### src/include/sdm_params.svh
// constants for the sdram bank mask and init sequencer
// assumes one 10 MHz clock and a synchronous active-high reset
`ifndef SDM_PARAMS_SVH
`define SDM_PARAMS_SVH
`define SDM_OFF_CONTROL 4'h0
`define SDM_OFF_ADDR_CTL 4'h4
`define SDM_OFF_MASK 4'h8
`define SDM_OFF_STATUS 4'hC
`define SDM_MASK_HI 31
`define SDM_MASK_LO 18
`define SDM_BIT_WP 8
`define SDM_BIT_CI 6
`define SDM_BIT_AM 5
`define SDM_BIT_SC 4
`define SDM_BIT_SD 3
`define SDM_BIT_UC 2
`define SDM_BIT_UD 1
`define SDM_BIT_V 0
`define SDM_BIT_RE 15
`define SDM_COLUMN_LATENCY_HI 13
`define SDM_COLUMN_LATENCY_LO 12
`define SDM_BIT_MODE_LOAD_REQUEST 6
`define SDM_BIT_IP 3
`define SDM_RC_HI 8
`define SDM_RC_LO 0
`define SDM_RST_CTL 16'h0000
`define SDM_RST_WORD 32'h00000000
`define SDM_RC_STEP 11'h010
`define SDM_MODE_HI 10
`define SDM_MODE_LO 0
`define SDM_ADDR_MODE_HI 20
`define SDM_ADDR_MODE_LO 9
`define SDM_SIG_LEN 2'h2
`endif

### src/include/sdm_pkg.sv
// types for the sdram bank mask and init sequencer
// assumes nothing beyond the params header
package sdm_pkg;
  typedef enum logic [2:0] {
    SDM_IDLE = 3'b000,
    SDM_ACCESS = 3'b001,
    SDM_PRECHARGE = 3'b010,
    SDM_MODE_SET = 3'b011,
    SDM_REFRESH = 3'b100,
    SDM_DATA_WAIT = 3'b101
  } sdm_state_type;
  typedef enum logic [2:0] {
    SDM_CMD_NOP = 3'b000,
    SDM_CMD_ACCESS = 3'b001,
    SDM_CMD_PALL = 3'b010,
    SDM_CMD_MRS = 3'b011,
    SDM_CMD_REF = 3'b100
  } sdm_cmd_type;
endpackage

### src/rtl/sdm_bank.sv
// sdram bank decode, access qualification and software-driven init commands
// assumes a simple register port and a system bus giving one access per pulse
//
// Local design decisions: the address map and the address-and-strobe port.
`timescale 1ns/100ps
`include "sdm_params.svh"

// Contract
// [RULE1] set mask bits 31..18 ignore that address bit in the hit compare
// [RULE2] write protect bit 8 set blocks writes; clear allows reads and writes
// [RULE3] bit 6 set keeps cpu-space and interrupt-acknowledge cycles from hitting
// [RULE4] bit 5 set rejects accesses from masters other than the core
// [RULE5] bits 4 and 2 set exclude supervisor and user code fetches
// [RULE6] bits 3 and 1 clear allow supervisor and user data accesses
// [RULE7] mode-load request turns the next bank access into a mode-register set
// [RULE8] mode value is driven from mapped address bits onto sdram A[10:0]
// [RULE9] software places example mode fields on processor pins A20..A17, A9..A15
// [RULE10] software sets mask bit 19 before requesting mode load
// [RULE11] precharge request plus any bank write issues precharge-all; with mode-load request also set, that write issues mode-register set instead
// [RULE12] refresh enable starts periodic auto-refresh of the bank
// [RULE13] software keeps refresh enabled and performs one access for mode load
// [RULE14] column latency 00 gives read data one cycle after column strobe
// [RULE15] software programs config, base/control, mask before init steps
// [RULE16] valid bit 0 clear stops every hit on the bank
module sdm_bank
  import sdm_pkg::*;
(
  // clock and reset
  input wire logic clk,
  input wire logic sys_rst,
  // register port
  input wire logic [3:0] reg_addr,
  input wire logic [31:0] reg_wdata,
  input wire logic reg_wr,
  input wire logic reg_rd,
  output logic [31:0] reg_rdata,
  // system bus access
  input wire logic bus_req,
  input wire logic [31:0] bus_addr,
  input wire logic bus_write,
  input wire logic bus_cpu_space,
  input wire logic bus_alt_master,
  input wire logic bus_supervisor,
  input wire logic bus_code,
  output logic bus_hit,
  output logic bus_refused,
  output logic read_valid,
  // sdram command side
  output sdm_cmd_type sdram_cmd,
  output logic [10:0] sdram_addr
);

  logic [15:0] control_reg, control_next;
  logic [31:0] addr_ctl_reg, addr_ctl_next;
  logic [31:0] mask_reg, mask_next;
  logic [31:0] rdata_reg, rdata_next;
  sdm_state_type state_reg, state_next;
  sdm_cmd_type cmd_reg, cmd_next;
  logic [10:0] saddr_reg, saddr_next;
  logic [10:0] refresh_cnt_reg, refresh_cnt_next;
  logic refresh_due_reg, refresh_due_next;
  logic [1:0] lat_cnt_reg, lat_cnt_next;
  logic valid_reg, valid_next;
  logic [2:0] done_reg, done_next;
  logic match;
  logic qualified;
  logic hit;

  // masked base compare
  function automatic logic addr_match(input logic [31:0] a, input logic [31:0] base,
                                      input logic [31:0] msk);
    logic [13:0] care;
    care = ~msk[`SDM_MASK_HI:`SDM_MASK_LO];
    addr_match = ((a[`SDM_MASK_HI:`SDM_MASK_LO] ^ base[`SDM_MASK_HI:`SDM_MASK_LO]) & care)
                 == 14'h0000; // RULE1
  endfunction

  // decode and qualification
  always_comb begin
    match = addr_match(bus_addr, addr_ctl_reg, mask_reg);
    qualified = 1'b1;
    if (!mask_reg[`SDM_BIT_V]) begin
      qualified = 1'b0; // RULE16
    end
    if (bus_write && mask_reg[`SDM_BIT_WP]) begin
      qualified = 1'b0; // RULE2
    end
    if (bus_cpu_space && mask_reg[`SDM_BIT_CI]) begin
      qualified = 1'b0; // RULE3
    end
    if (bus_alt_master && mask_reg[`SDM_BIT_AM]) begin
      qualified = 1'b0; // RULE4
    end
    if (!bus_cpu_space && bus_code) begin
      if (bus_supervisor && mask_reg[`SDM_BIT_SC]) begin
        qualified = 1'b0; // RULE5
      end
      if (!bus_supervisor && mask_reg[`SDM_BIT_UC]) begin
        qualified = 1'b0; // RULE5
      end
    end
    if (!bus_cpu_space && !bus_code) begin
      if (bus_supervisor && mask_reg[`SDM_BIT_SD]) begin
        qualified = 1'b0; // RULE6
      end
      if (!bus_supervisor && mask_reg[`SDM_BIT_UD]) begin
        qualified = 1'b0; // RULE6
      end
    end
    hit = bus_req && match && qualified && (state_reg == SDM_IDLE);
  end

  assign bus_hit = hit;
  assign bus_refused = bus_req && match && !qualified;

  // register file
  always_comb begin
    control_next = control_reg;
    addr_ctl_next = addr_ctl_reg;
    mask_next = mask_reg;
    rdata_next = `SDM_RST_WORD;
    if (reg_wr) begin
      if (reg_addr == `SDM_OFF_CONTROL) begin
        control_next = reg_wdata[15:0];
      end else if (reg_addr == `SDM_OFF_ADDR_CTL) begin
        addr_ctl_next = reg_wdata;
      end else if (reg_addr == `SDM_OFF_MASK) begin
        mask_next = reg_wdata;
      end
    end
    if (reg_rd) begin
      if (reg_addr == `SDM_OFF_CONTROL) begin
        rdata_next = {16'h0000, control_reg};
      end else if (reg_addr == `SDM_OFF_ADDR_CTL) begin
        rdata_next = addr_ctl_reg;
      end else if (reg_addr == `SDM_OFF_MASK) begin
        rdata_next = mask_reg;
      end else if (reg_addr == `SDM_OFF_STATUS) begin
        rdata_next = {26'h0000000, refresh_due_reg, done_reg, state_reg[1:0]};
      end
    end
    // request bits clear once their command issues, unless rewritten now
    if (!(reg_wr && reg_addr == `SDM_OFF_ADDR_CTL)) begin
      if (state_next == SDM_PRECHARGE && state_reg != SDM_PRECHARGE) begin
        addr_ctl_next[`SDM_BIT_IP] = 1'b0;
      end
      if (state_next == SDM_MODE_SET && state_reg != SDM_MODE_SET) begin
        addr_ctl_next[`SDM_BIT_MODE_LOAD_REQUEST] = 1'b0;
      end
    end
  end

  // refresh interval timer
  always_comb begin
    refresh_cnt_next = refresh_cnt_reg;
    refresh_due_next = refresh_due_reg;
    if (!addr_ctl_reg[`SDM_BIT_RE]) begin
      refresh_cnt_next = 11'h000;
      refresh_due_next = 1'b0;
    end else begin
      if (refresh_cnt_reg == 11'h000) begin
        refresh_cnt_next = ({2'b00, control_reg[`SDM_RC_HI:`SDM_RC_LO]} + 11'h001) * 4'h1
                           * `SDM_RC_STEP; // RULE12
        refresh_due_next = 1'b1;
      end else begin
        refresh_cnt_next = refresh_cnt_reg - 11'h001;
      end
      if (state_next == SDM_REFRESH) begin
        refresh_due_next = 1'b0;
      end
    end
  end

  // command sequencer
  always_comb begin
    state_next = state_reg;
    cmd_next = SDM_CMD_NOP;
    saddr_next = saddr_reg;
    lat_cnt_next = lat_cnt_reg;
    valid_next = 1'b0;
    done_next = done_reg;
    case (state_reg)
      SDM_IDLE: begin
        if (hit && addr_ctl_reg[`SDM_BIT_MODE_LOAD_REQUEST]) begin
          state_next = SDM_MODE_SET; // RULE7
          cmd_next = SDM_CMD_MRS;
          saddr_next = {bus_addr[`SDM_ADDR_MODE_HI:`SDM_ADDR_MODE_HI - 3],
                        bus_addr[`SDM_ADDR_MODE_LO], bus_addr[10], bus_addr[11],
                        bus_addr[12], bus_addr[13], bus_addr[14], bus_addr[15]}; // RULE8
          done_next[2] = 1'b1;
        end else if (hit && bus_write && addr_ctl_reg[`SDM_BIT_IP]) begin
          state_next = SDM_PRECHARGE; // RULE11
          cmd_next = SDM_CMD_PALL;
          saddr_next = 11'h400;
          done_next[0] = 1'b1;
        end else if (refresh_due_reg && !bus_req) begin
          state_next = SDM_REFRESH; // RULE12
          cmd_next = SDM_CMD_REF;
          done_next[1] = 1'b1;
        end else if (hit) begin
          cmd_next = SDM_CMD_ACCESS;
          saddr_next = bus_addr[12:2];
          if (bus_write) begin
            state_next = SDM_ACCESS;
          end else begin
            state_next = SDM_DATA_WAIT;
            lat_cnt_next = control_reg[`SDM_COLUMN_LATENCY_HI:`SDM_COLUMN_LATENCY_LO]; // RULE14
          end
        end
      end
      SDM_DATA_WAIT: begin
        if (lat_cnt_reg == 2'b00) begin
          valid_next = 1'b1; // RULE14
          state_next = SDM_IDLE;
        end else begin
          lat_cnt_next = lat_cnt_reg - 2'b01;
        end
      end
      SDM_ACCESS, SDM_PRECHARGE, SDM_MODE_SET, SDM_REFRESH: begin
        state_next = SDM_IDLE;
      end
      default: begin
        state_next = SDM_IDLE;
      end
    endcase
  end

  always_ff @(posedge clk) begin
    if (sys_rst) begin
      control_reg <= `SDM_RST_CTL;
      addr_ctl_reg <= `SDM_RST_WORD;
      mask_reg <= `SDM_RST_WORD;
      rdata_reg <= `SDM_RST_WORD;
      state_reg <= SDM_IDLE;
      cmd_reg <= SDM_CMD_NOP;
      saddr_reg <= 11'h000;
      refresh_cnt_reg <= 11'h000;
      refresh_due_reg <= 1'b0;
      lat_cnt_reg <= 2'b00;
      valid_reg <= 1'b0;
      done_reg <= 3'b000;
    end else begin
      control_reg <= control_next;
      addr_ctl_reg <= addr_ctl_next;
      mask_reg <= mask_next;
      rdata_reg <= rdata_next;
      state_reg <= state_next;
      cmd_reg <= cmd_next;
      saddr_reg <= saddr_next;
      refresh_cnt_reg <= refresh_cnt_next;
      refresh_due_reg <= refresh_due_next;
      lat_cnt_reg <= lat_cnt_next;
      valid_reg <= valid_next;
      done_reg <= done_next;
    end
  end

  assign reg_rdata = rdata_reg;
  assign sdram_cmd = cmd_reg;
  assign sdram_addr = saddr_reg;
  assign read_valid = valid_reg;

endmodule // sdm_bank

### config.mk
export PLATFORM = sky130hd
export DESIGN_NAME = sdm_bank
export DESIGN_NICKNAME = d
export VERILOG_FILES = /design/src/include/sdm_pkg.sv /design/src/rtl/sdm_bank.sv
export VERILOG_INCLUDE_DIRS = /design/src /design/src/include
export SDC_FILE = /design/constraint.sdc
export NUM_CORES = 1
export LEC_CHECK = 0
export ABC_AREA = 1
export BUFFER_PORTS_ARGS = -buffer_cell sky130_fd_sc_hd__buf_4
export CAP_MARGIN = 20
export CELL_PAD_IN_SITES_DETAIL_PLACEMENT = 1
export CELL_PAD_IN_SITES_GLOBAL_PLACEMENT = 1
export CORE_MARGIN = 3
export CORE_UTILIZATION = 42
export DETAILED_ROUTE_END_ITERATION = 10
export GPL_TIMING_DRIVEN = 0
export PLACE_DENSITY_LB_ADDON = 0.1
export SLEW_MARGIN = 10
export SYNTH_ARGS = -nofsm -noshare
export SYNTH_HDL_FRONTEND = slang
export SYNTH_SLANG_ARGS = --single-unit
### constraint.sdc
create_clock -name clk -period 2.85 [get_ports clk]
set_input_delay 0.4275 -clock clk [delete_from_list [all_inputs] [get_ports clk]]
set_output_delay 0.4275 -clock clk [all_outputs]
set_load 0.01 [all_outputs]
==> results of run 1 <==
[report_power, final]
group / internal (W) / switching (W) / leakage (nW) / total [W]
Sequential: 0.00208 / 0.0000148 / 1.19 / 0.00210
Combinational: 0.000121 / 0.000187 / 2.04 / 0.000308
Clock: 0.00130 / 0.000851 / 0.279 / 0.00215
Total: 0.00350 / 0.00105 / 3.50 / 0.00456
[stage by stage]
stage	hold slack (ps)	area [um^2]
2_1_floorplan	393	6240
3_3_place_gp	401	7390
3_5_place_dp	406	7390
4_1_cts	263	7950
5_1_grt	278	7950
6_report	268	7950
[cells by family (layout without fill, tap and decap cells)]
| family | after synthesis | count (layout) | share of synthesized area [%] |
|---|---|---|---|
| xor+xnor | 10 | 10 | 1.40 |
| fa+ha+maj | 3 | 3 | 0.602 |
| buf+inv | 182 | 335 | 11.6 |
| compound gates | 237 | 237 | 20.4 |
| flops | 147 | 147 | 47.2 |
| simple gates | 264 | 264 | 18.9 |
[critical path: stages (launching register included)]
cell     delay (ps)
dfxtp_1         340
inv_1            80
nand2_1          60
nand3_1          70
nand2_1          70
nor2_1          200
nand2_2         140
nor2_8          160
nand2_4         100
inv_4           100
buf_6           140
buf_4           130
[cell usage after synthesis, types with 2 or more instances]
library cell | number | area, um^2
o221ai_1 | 5 | 43.8
xnor2_1 | 2 | 17.5
o21ai_0 | 93 | 465
dfxtp_1 | 147 | 2940
a211oi_1 | 2 | 15.0
inv_1 | 133 | 499
inv_2 | 7 | 26.3
nand3_1 | 49 | 245
xor2_1 | 8 | 70.1
nor2_4 | 3 | 33.8
buf_6 | 2 | 22.5
buf_2 | 8 | 40.0
nand4_1 | 5 | 31.3
nand2_2 | 3 | 18.8
nor3_1 | 6 | 30.0
nor2_1 | 56 | 210
o211ai_1 | 3 | 22.5
nor2_8 | 2 | 40.0
ha_1 | 3 | 37.5
nor2_2 | 5 | 31.3
nand2_1 | 129 | 484
a21oi_1 | 106 | 531
clkbuf_1 | 28 | 105
o22ai_1 | 16 | 100
o21ai_1 | 5 | 25.0
[layer usage]
metal / global-route usage (%) / wire length [um] / vias to the layer above
met1: 32.0 / 9230 / 3063
met5: 0 / 0 / -
met2: 44.0 / 10200 / 180
li1: - / - / 3011
met4: 9.61 / 573 / 0
met3: 7.04 / 1120 / 50
[layout make-up]
cell class / count / share of cell area [%]
plain buffers: 41 / 2.41
clock buffers: 25 / 6.36
clock inverters: 5 / 0.630
inverters: 141 / 6.69
multi-input cells: 514 / 32.4
flip-flops and latches: 147 / 37.0
well taps: 180 / 2.83
repair buffers: 123 / 11.6
[how the worst max path moves through the flow]
| stage | slack, ps | end | startpoint |
|---|---|---|---|
| 2_1_floorplan | 1140 | bus_hit | bus_addr[18] |
| 3_3_place_gp | 500 | mask_reg[26] | reg_addr[1] |
| 3_5_place_dp | 450 | mask_reg[25] | reg_addr[1] |
| 4_1_cts | 370 | bus_hit | addr_ctl_reg[27] |
| 5_1_grt | 290 | bus_hit | addr_ctl_reg[31] |
| 6_report | 390 | bus_hit | addr_ctl_reg[27] |
==> results.py, run 1 <==
metrics = {
    "finish": {
        "final-instance-count-excl-fill": 1176,
        "final_core_utilization_pct": 55.9,
        "final_cell_mix": "147 x dfxtp_1, 133 x inv_1, 129 x nand2_1",
        "sequential_cell_area_um2": 2940,
        "n_fill_cell": 1827,
        "drive_above_1_share_pct": 19.0,
        "final_common_cell": "dfxtp_1",
        "diodes": 0,
        "multi_input_comb_area_um2": 2570,
        "area_delta_synth_final_pct": 27.3,
        "layout.nets": 1066,
    },
    "worst_setup_path": {
        "crit_fanout": 10,
        "cp_data_required_time_ps": 2420,
        "worstRegToRegCells": 11,
        "r2r_setup_slack_ps": 910,
        "setup.worst_path.end_class": "output pin",
        "setup.worst_path.start_class": "flop",
        "regToRegStartpoint": "refresh_cnt_reg[0]",
        "timing.critical_path.arrival_ps": 2030,
        "r2r_end": "refresh_cnt_reg[9]",
        "setup.worst_path.class": "flop to output pin",
    },
    "timing": {
        "max_slew.worst_pin.slew_ps": 678,
        "setup_viol": 0,
        "layout_min_cycle_time_ps": 2460,
        "report.final.slew_viol_count": 0,
        "worst_slack_ps": 388,
        "rsz0062_at_grt": "no",
        "worst_clock_skew_ps": 6.32,
        "timing.final.hold_violations": 0,
        "timing.setup.tns_ps": 0,
        "max_freq_ghz": 0.406,
        "min_period_over_period_pct": 86.4,
        "slew_headroom_pct": 54.8,
    },
    "cts": {
        "numCtsBuffers": 17,
        "number_of_post_cts_setup_repair_buffers": 0,
        "cts_tree": "built",
        "cts_hold_buffers": 0,
        "cts-root-buf": "clkbuf_16",
        "clkLatencyLatePin_ps": 430,
        "tritoncts_sink_count": 147,
        "buffers_from_clock_root_to_sink_at_most": 2,
        "post_cts_resize_count": 0,
        "cts.clk_slew.worst_paths_ps": 60,
        "htreeDepth": 4,
    },
    "power": {
        "power.total_w": 0.00456,
        "powerDensity_nw_per_um2": 573,
        "leakagePower_nw": 3.50,
        "peakVddDrop_uv": 427,
    },
    "die": {
        "ios": 127,
        "fp.dieW_um": 128,
        "std_cell_rows": 43,
        "placeableCoreArea_um2": 14200,
        "die-height_um": 128,
        "die_area_um2": 16400,
        "initial_utilization_pct": 43.9,
    },
    "place": {
        "post_dp_hpwl_mm": 15.7,
        "pre_cts_ws_ps": 449,
        "last_weighted_congestion_value_of_the_routability_driven_placer": 0.904,
        "dp_cells": 1146,
        "placement.io_buffers": 123,
    },
    "route": {
        "dr_total_vias": 6304,
        "remaining_drc_errors": 0,
        "routed_wl_mm": 21.1,
        "detail-route-antenna-nets": 0,
        "detail_route.vias_per_cell": 5.36,
        "drt_first_iter_violations": 374,
        "routed_wire_length_per_instance_um": 18.0,
        "drt_first_pass_iters": 4,
    },
    "global_route": {
        "global_route.overflow_total": 0,
        "grt_antenna_before_repair": 0,
        "grt_max_degree": 17,
        "gr-usage-all-layers_pct": 26.1,
        "grt_first_pass_wirelength_mm": 33.6,
        "first_global_vias": 6661,
    },
    "logic_synthesis": {
        "synth-seq-cells": 147,
        "post_synthesis_net_count": 924,
        "synth_enable_flop_cells": 0,
        "synth_ff_type": "dfxtp_1",
        "ys_async_sr_fraction_pct": 0,
        "synth.avg_cell_area_um2": 7.40,
        "synth_cells": 843,
        "yosys_warns": 0,
        "synth.distinct_cells": 42,
        "yosysSeqAreaShare_pct": 47.2,
        "syn_area_um2": 6240,
    },
    "worst_hold_path": {
        "worst_hold_path.num_cells": 3,
        "min_to": "addr_ctl_reg[19]",
        "worstHoldPathType": "primary input to flop",
        "holdCritStartpoint": "reg_wdata[19]",
    },
    "run_status": {
        "run_status": "completed",
    },
    "run": {
        "drv_cap": 0,
    },
}
(Power assumes the default switching activity.)
==> run 2: changes to the inputs <==
Settings changed: PLACE_DENSITY set to 0.85, PLACE_DENSITY_LB_ADDON 0.1 to not set.
==> run 2 against run 1 <==
  * Setup slack got worse by 150 ps
  * Critical path type unchanged
  * Clock-buffer cell count shrank 1
  * Via count is 0.24% lower
  * Largest cell class unchanged
  * Power about the same
  * First-iteration DRC count grew 23%
  * Critical endpoint unchanged
==> results.py, run 2 (synthesis results as in run 1) <==
metrics = {
    "power": {
        "powerDensity_nw_per_um2": 574,
        "power.share.clock_pct": 47.2,
        "peakVddDrop_uv": 397,
        "netSwitchingPower_w": 0.00104,
        "leakagePower_nw": 3.50,
        "power.share.sequential_pct": 46.0,
        "share_comb_of_total_power_pct": 6.8,
        "p_sw_share_pct": 22.8,
        "internal_power_contribution_w": 0.00352,
        "power.total_w": 0.00456,
    },
    "worst_setup_path": {
        "crit_path_top_delay_cell": "dfxtp_1",
        "setup.worst_path.end_class": "output pin",
        "setup.worst_path.start_class": "flop",
        "worst_path_most_repeated_cell": "nand2_1",
        "path_cells": "nand2_1 > nand3_1 > nand2_1 > nor2_1 > nand2_2 > nor2_8 > nand2_4 > inv_4 > buf_6 > buf_4",
        "setup.worst_path.class": "flop to output pin",
        "cp_data_required_time_ps": 2420,
        "cpLargestDelayFamily": "simple AND/OR/NAND/NOR gates",
        "cpPeakStageDelay_ps": 390,
        "timing.critical_path.arrival_ps": 2190,
        "crit_fanout": 10,
        "cp.buffers_inverters": 3,
    },
    "place": {
        "last_weighted_congestion_value_of_the_routability_driven_placer": 0.842,
        "placement.io_buffers": 123,
        "place_area_um2": 7390,
        "dp_cells": 1146,
        "post_dp_hpwl_mm": 15.1,
    },
    "timing": {
        "worst_clock_skew_ps": 7.84,
        "rsz0062_at_grt": "no",
        "max_slew.worst_pin.slew_ps": 670,
        "timing.setup.tns_ps": 0,
        "timing.final.hold_violations": 0,
        "max_freq_ghz": 0.383,
        "layout_min_cycle_time_ps": 2610,
        "report.final.slew_viol_count": 0,
        "setup_viol": 0,
        "min_period_over_period_pct": 91.7,
        "slew_headroom_pct": 55.3,
    },
    "finish": {
        "final_core_utilization_pct": 55.9,
        "diodes": 0,
        "area_delta_synth_final_pct": 27.2,
        "layout.nets": 1066,
        "final-instance-count-excl-fill": 1176,
        "drive_above_1_share_pct": 18.8,
        "final_common_cell": "dfxtp_1",
        "finalInstanceArea_um2": 7940,
        "final_cell_mix": "147 x dfxtp_1, 133 x inv_1, 129 x nand2_1",
        "n_fill_cell": 1807,
    },
    "die": {
        "ios": 127,
        "initial_utilization_pct": 43.9,
        "die-height_um": 128,
        "fp.dieW_um": 128,
        "die_area_um2": 16400,
        "std_cell_rows": 43,
        "placeableCoreArea_um2": 14200,
    },
    "route": {
        "drt_first_iter_violations": 460,
        "detail-route-antenna-nets": 0,
        "remaining_drc_errors": 0,
        "routed_wire_length_per_instance_um": 17.9,
        "drt_first_pass_iters": 5,
        "routed_wl_mm": 21.1,
        "dr_total_vias": 6289,
        "detail_route.vias_per_cell": 5.35,
    },
    "cts": {
        "cts.clk_slew.worst_paths_ps": 60,
        "htreeDepth": 4,
        "cts_tree": "built",
        "clkLatencyLatePin_ps": 430,
        "buffers_from_clock_root_to_sink_at_most": 2,
        "number_of_post_cts_setup_repair_buffers": 0,
        "numCtsBuffers": 17,
        "tritoncts_sink_count": 147,
        "cts_hold_buffers": 0,
        "cts-root-buf": "clkbuf_16",
        "post_cts_resize_count": 0,
    },
    "global_route": {
        "first_global_vias": 6622,
        "gr-usage-all-layers_pct": 26.2,
        "grt_antenna_before_repair": 0,
        "grt_max_degree": 17,
        "global_route.overflow_total": 0,
        "grt_first_pass_wirelength_mm": 33.5,
    },
    "run": {
        "drv_cap": 0,
    },
    "worst_hold_path": {
        "worstHoldPathType": "primary input to flop",
    },
    "run_status": {
        "run_status": "completed",
    },
}
==> run 2: changes by cell type in the layout (fill, tap and decap cells not counted), sizes merged <==
cell    change
bufinv      +1
clkbuf      -1
==> run 2: final cells by class <==
| type | count | area [um^2] | share of cell area [%] |
|---|---|---|---|
| multi-input combinational | 514 | 2570 | 32.4 |
| clock buffer | 24 | 472 | 5.94 |
| timing repair buffer | 123 | 923 | 11.6 |
| sequential | 147 | 2940 | 37.1 |
| clock inverter | 6 | 80.1 | 1.01 |
| inverter | 141 | 532 | 6.70 |
| tap | 180 | 225 | 2.84 |
| buffer | 41 | 191 | 2.41 |
==> run 2: worst paths after layout <==
path	start	endpoint	slack, ps	depth (start not counted)
hold / removal	reg_wdata[19]	addr_ctl_reg[19]	270	3
setup reg to reg	refresh_cnt_reg[0]	refresh_cnt_reg[9]	880	11
hold reg to reg	refresh_cnt_reg[0]	refresh_cnt_reg[0]	420	1
setup / recovery	addr_ctl_reg[27]	bus_hit	240	10
==> run 2: metal layers <==
| metal | vias to the layer above | track usage (%) | part of all wire, % |
|---|---|---|---|
| met1 | 3030 | 31.9 | 42 |
| met4 | 0 | 11.7 | 2.8 |
| li1 | 3001 | - | - |
| met3 | 50 | 6.25 | 6.3 |
| met5 | - | 0 | 0 |
| met2 | 208 | 44.0 | 49 |
==> run 2: power by group through the flow <==
stage / clock network (W) / registers (W) / logic [W]
2_1_floorplan: 0 / 0.00214 / 0.000137
3_3_place_gp: 0 / 0.00214 / 0.000292
3_5_place_dp: 0 / 0.00214 / 0.000300
4_1_cts: 0.00217 / 0.00210 / 0.000308
5_1_grt: 0.00226 / 0.00210 / 0.000339
6_report: 0.00215 / 0.00210 / 0.000310
==> run 2: tightest hold or removal path, cell delays in order <==
cell and delay [ps]:
buf_4 110, nand2_1 50, a21oi_1 50
==> run 2: stage by stage <==
step / setup slack (ps) / hold WS [ps]
after CTS: 206 / 260
after floorplan: 1140 / 393
after detailed placement: 497 / 415
final: 237 / 271
after global placement: 504 / 400
after global routing: 105 / 270
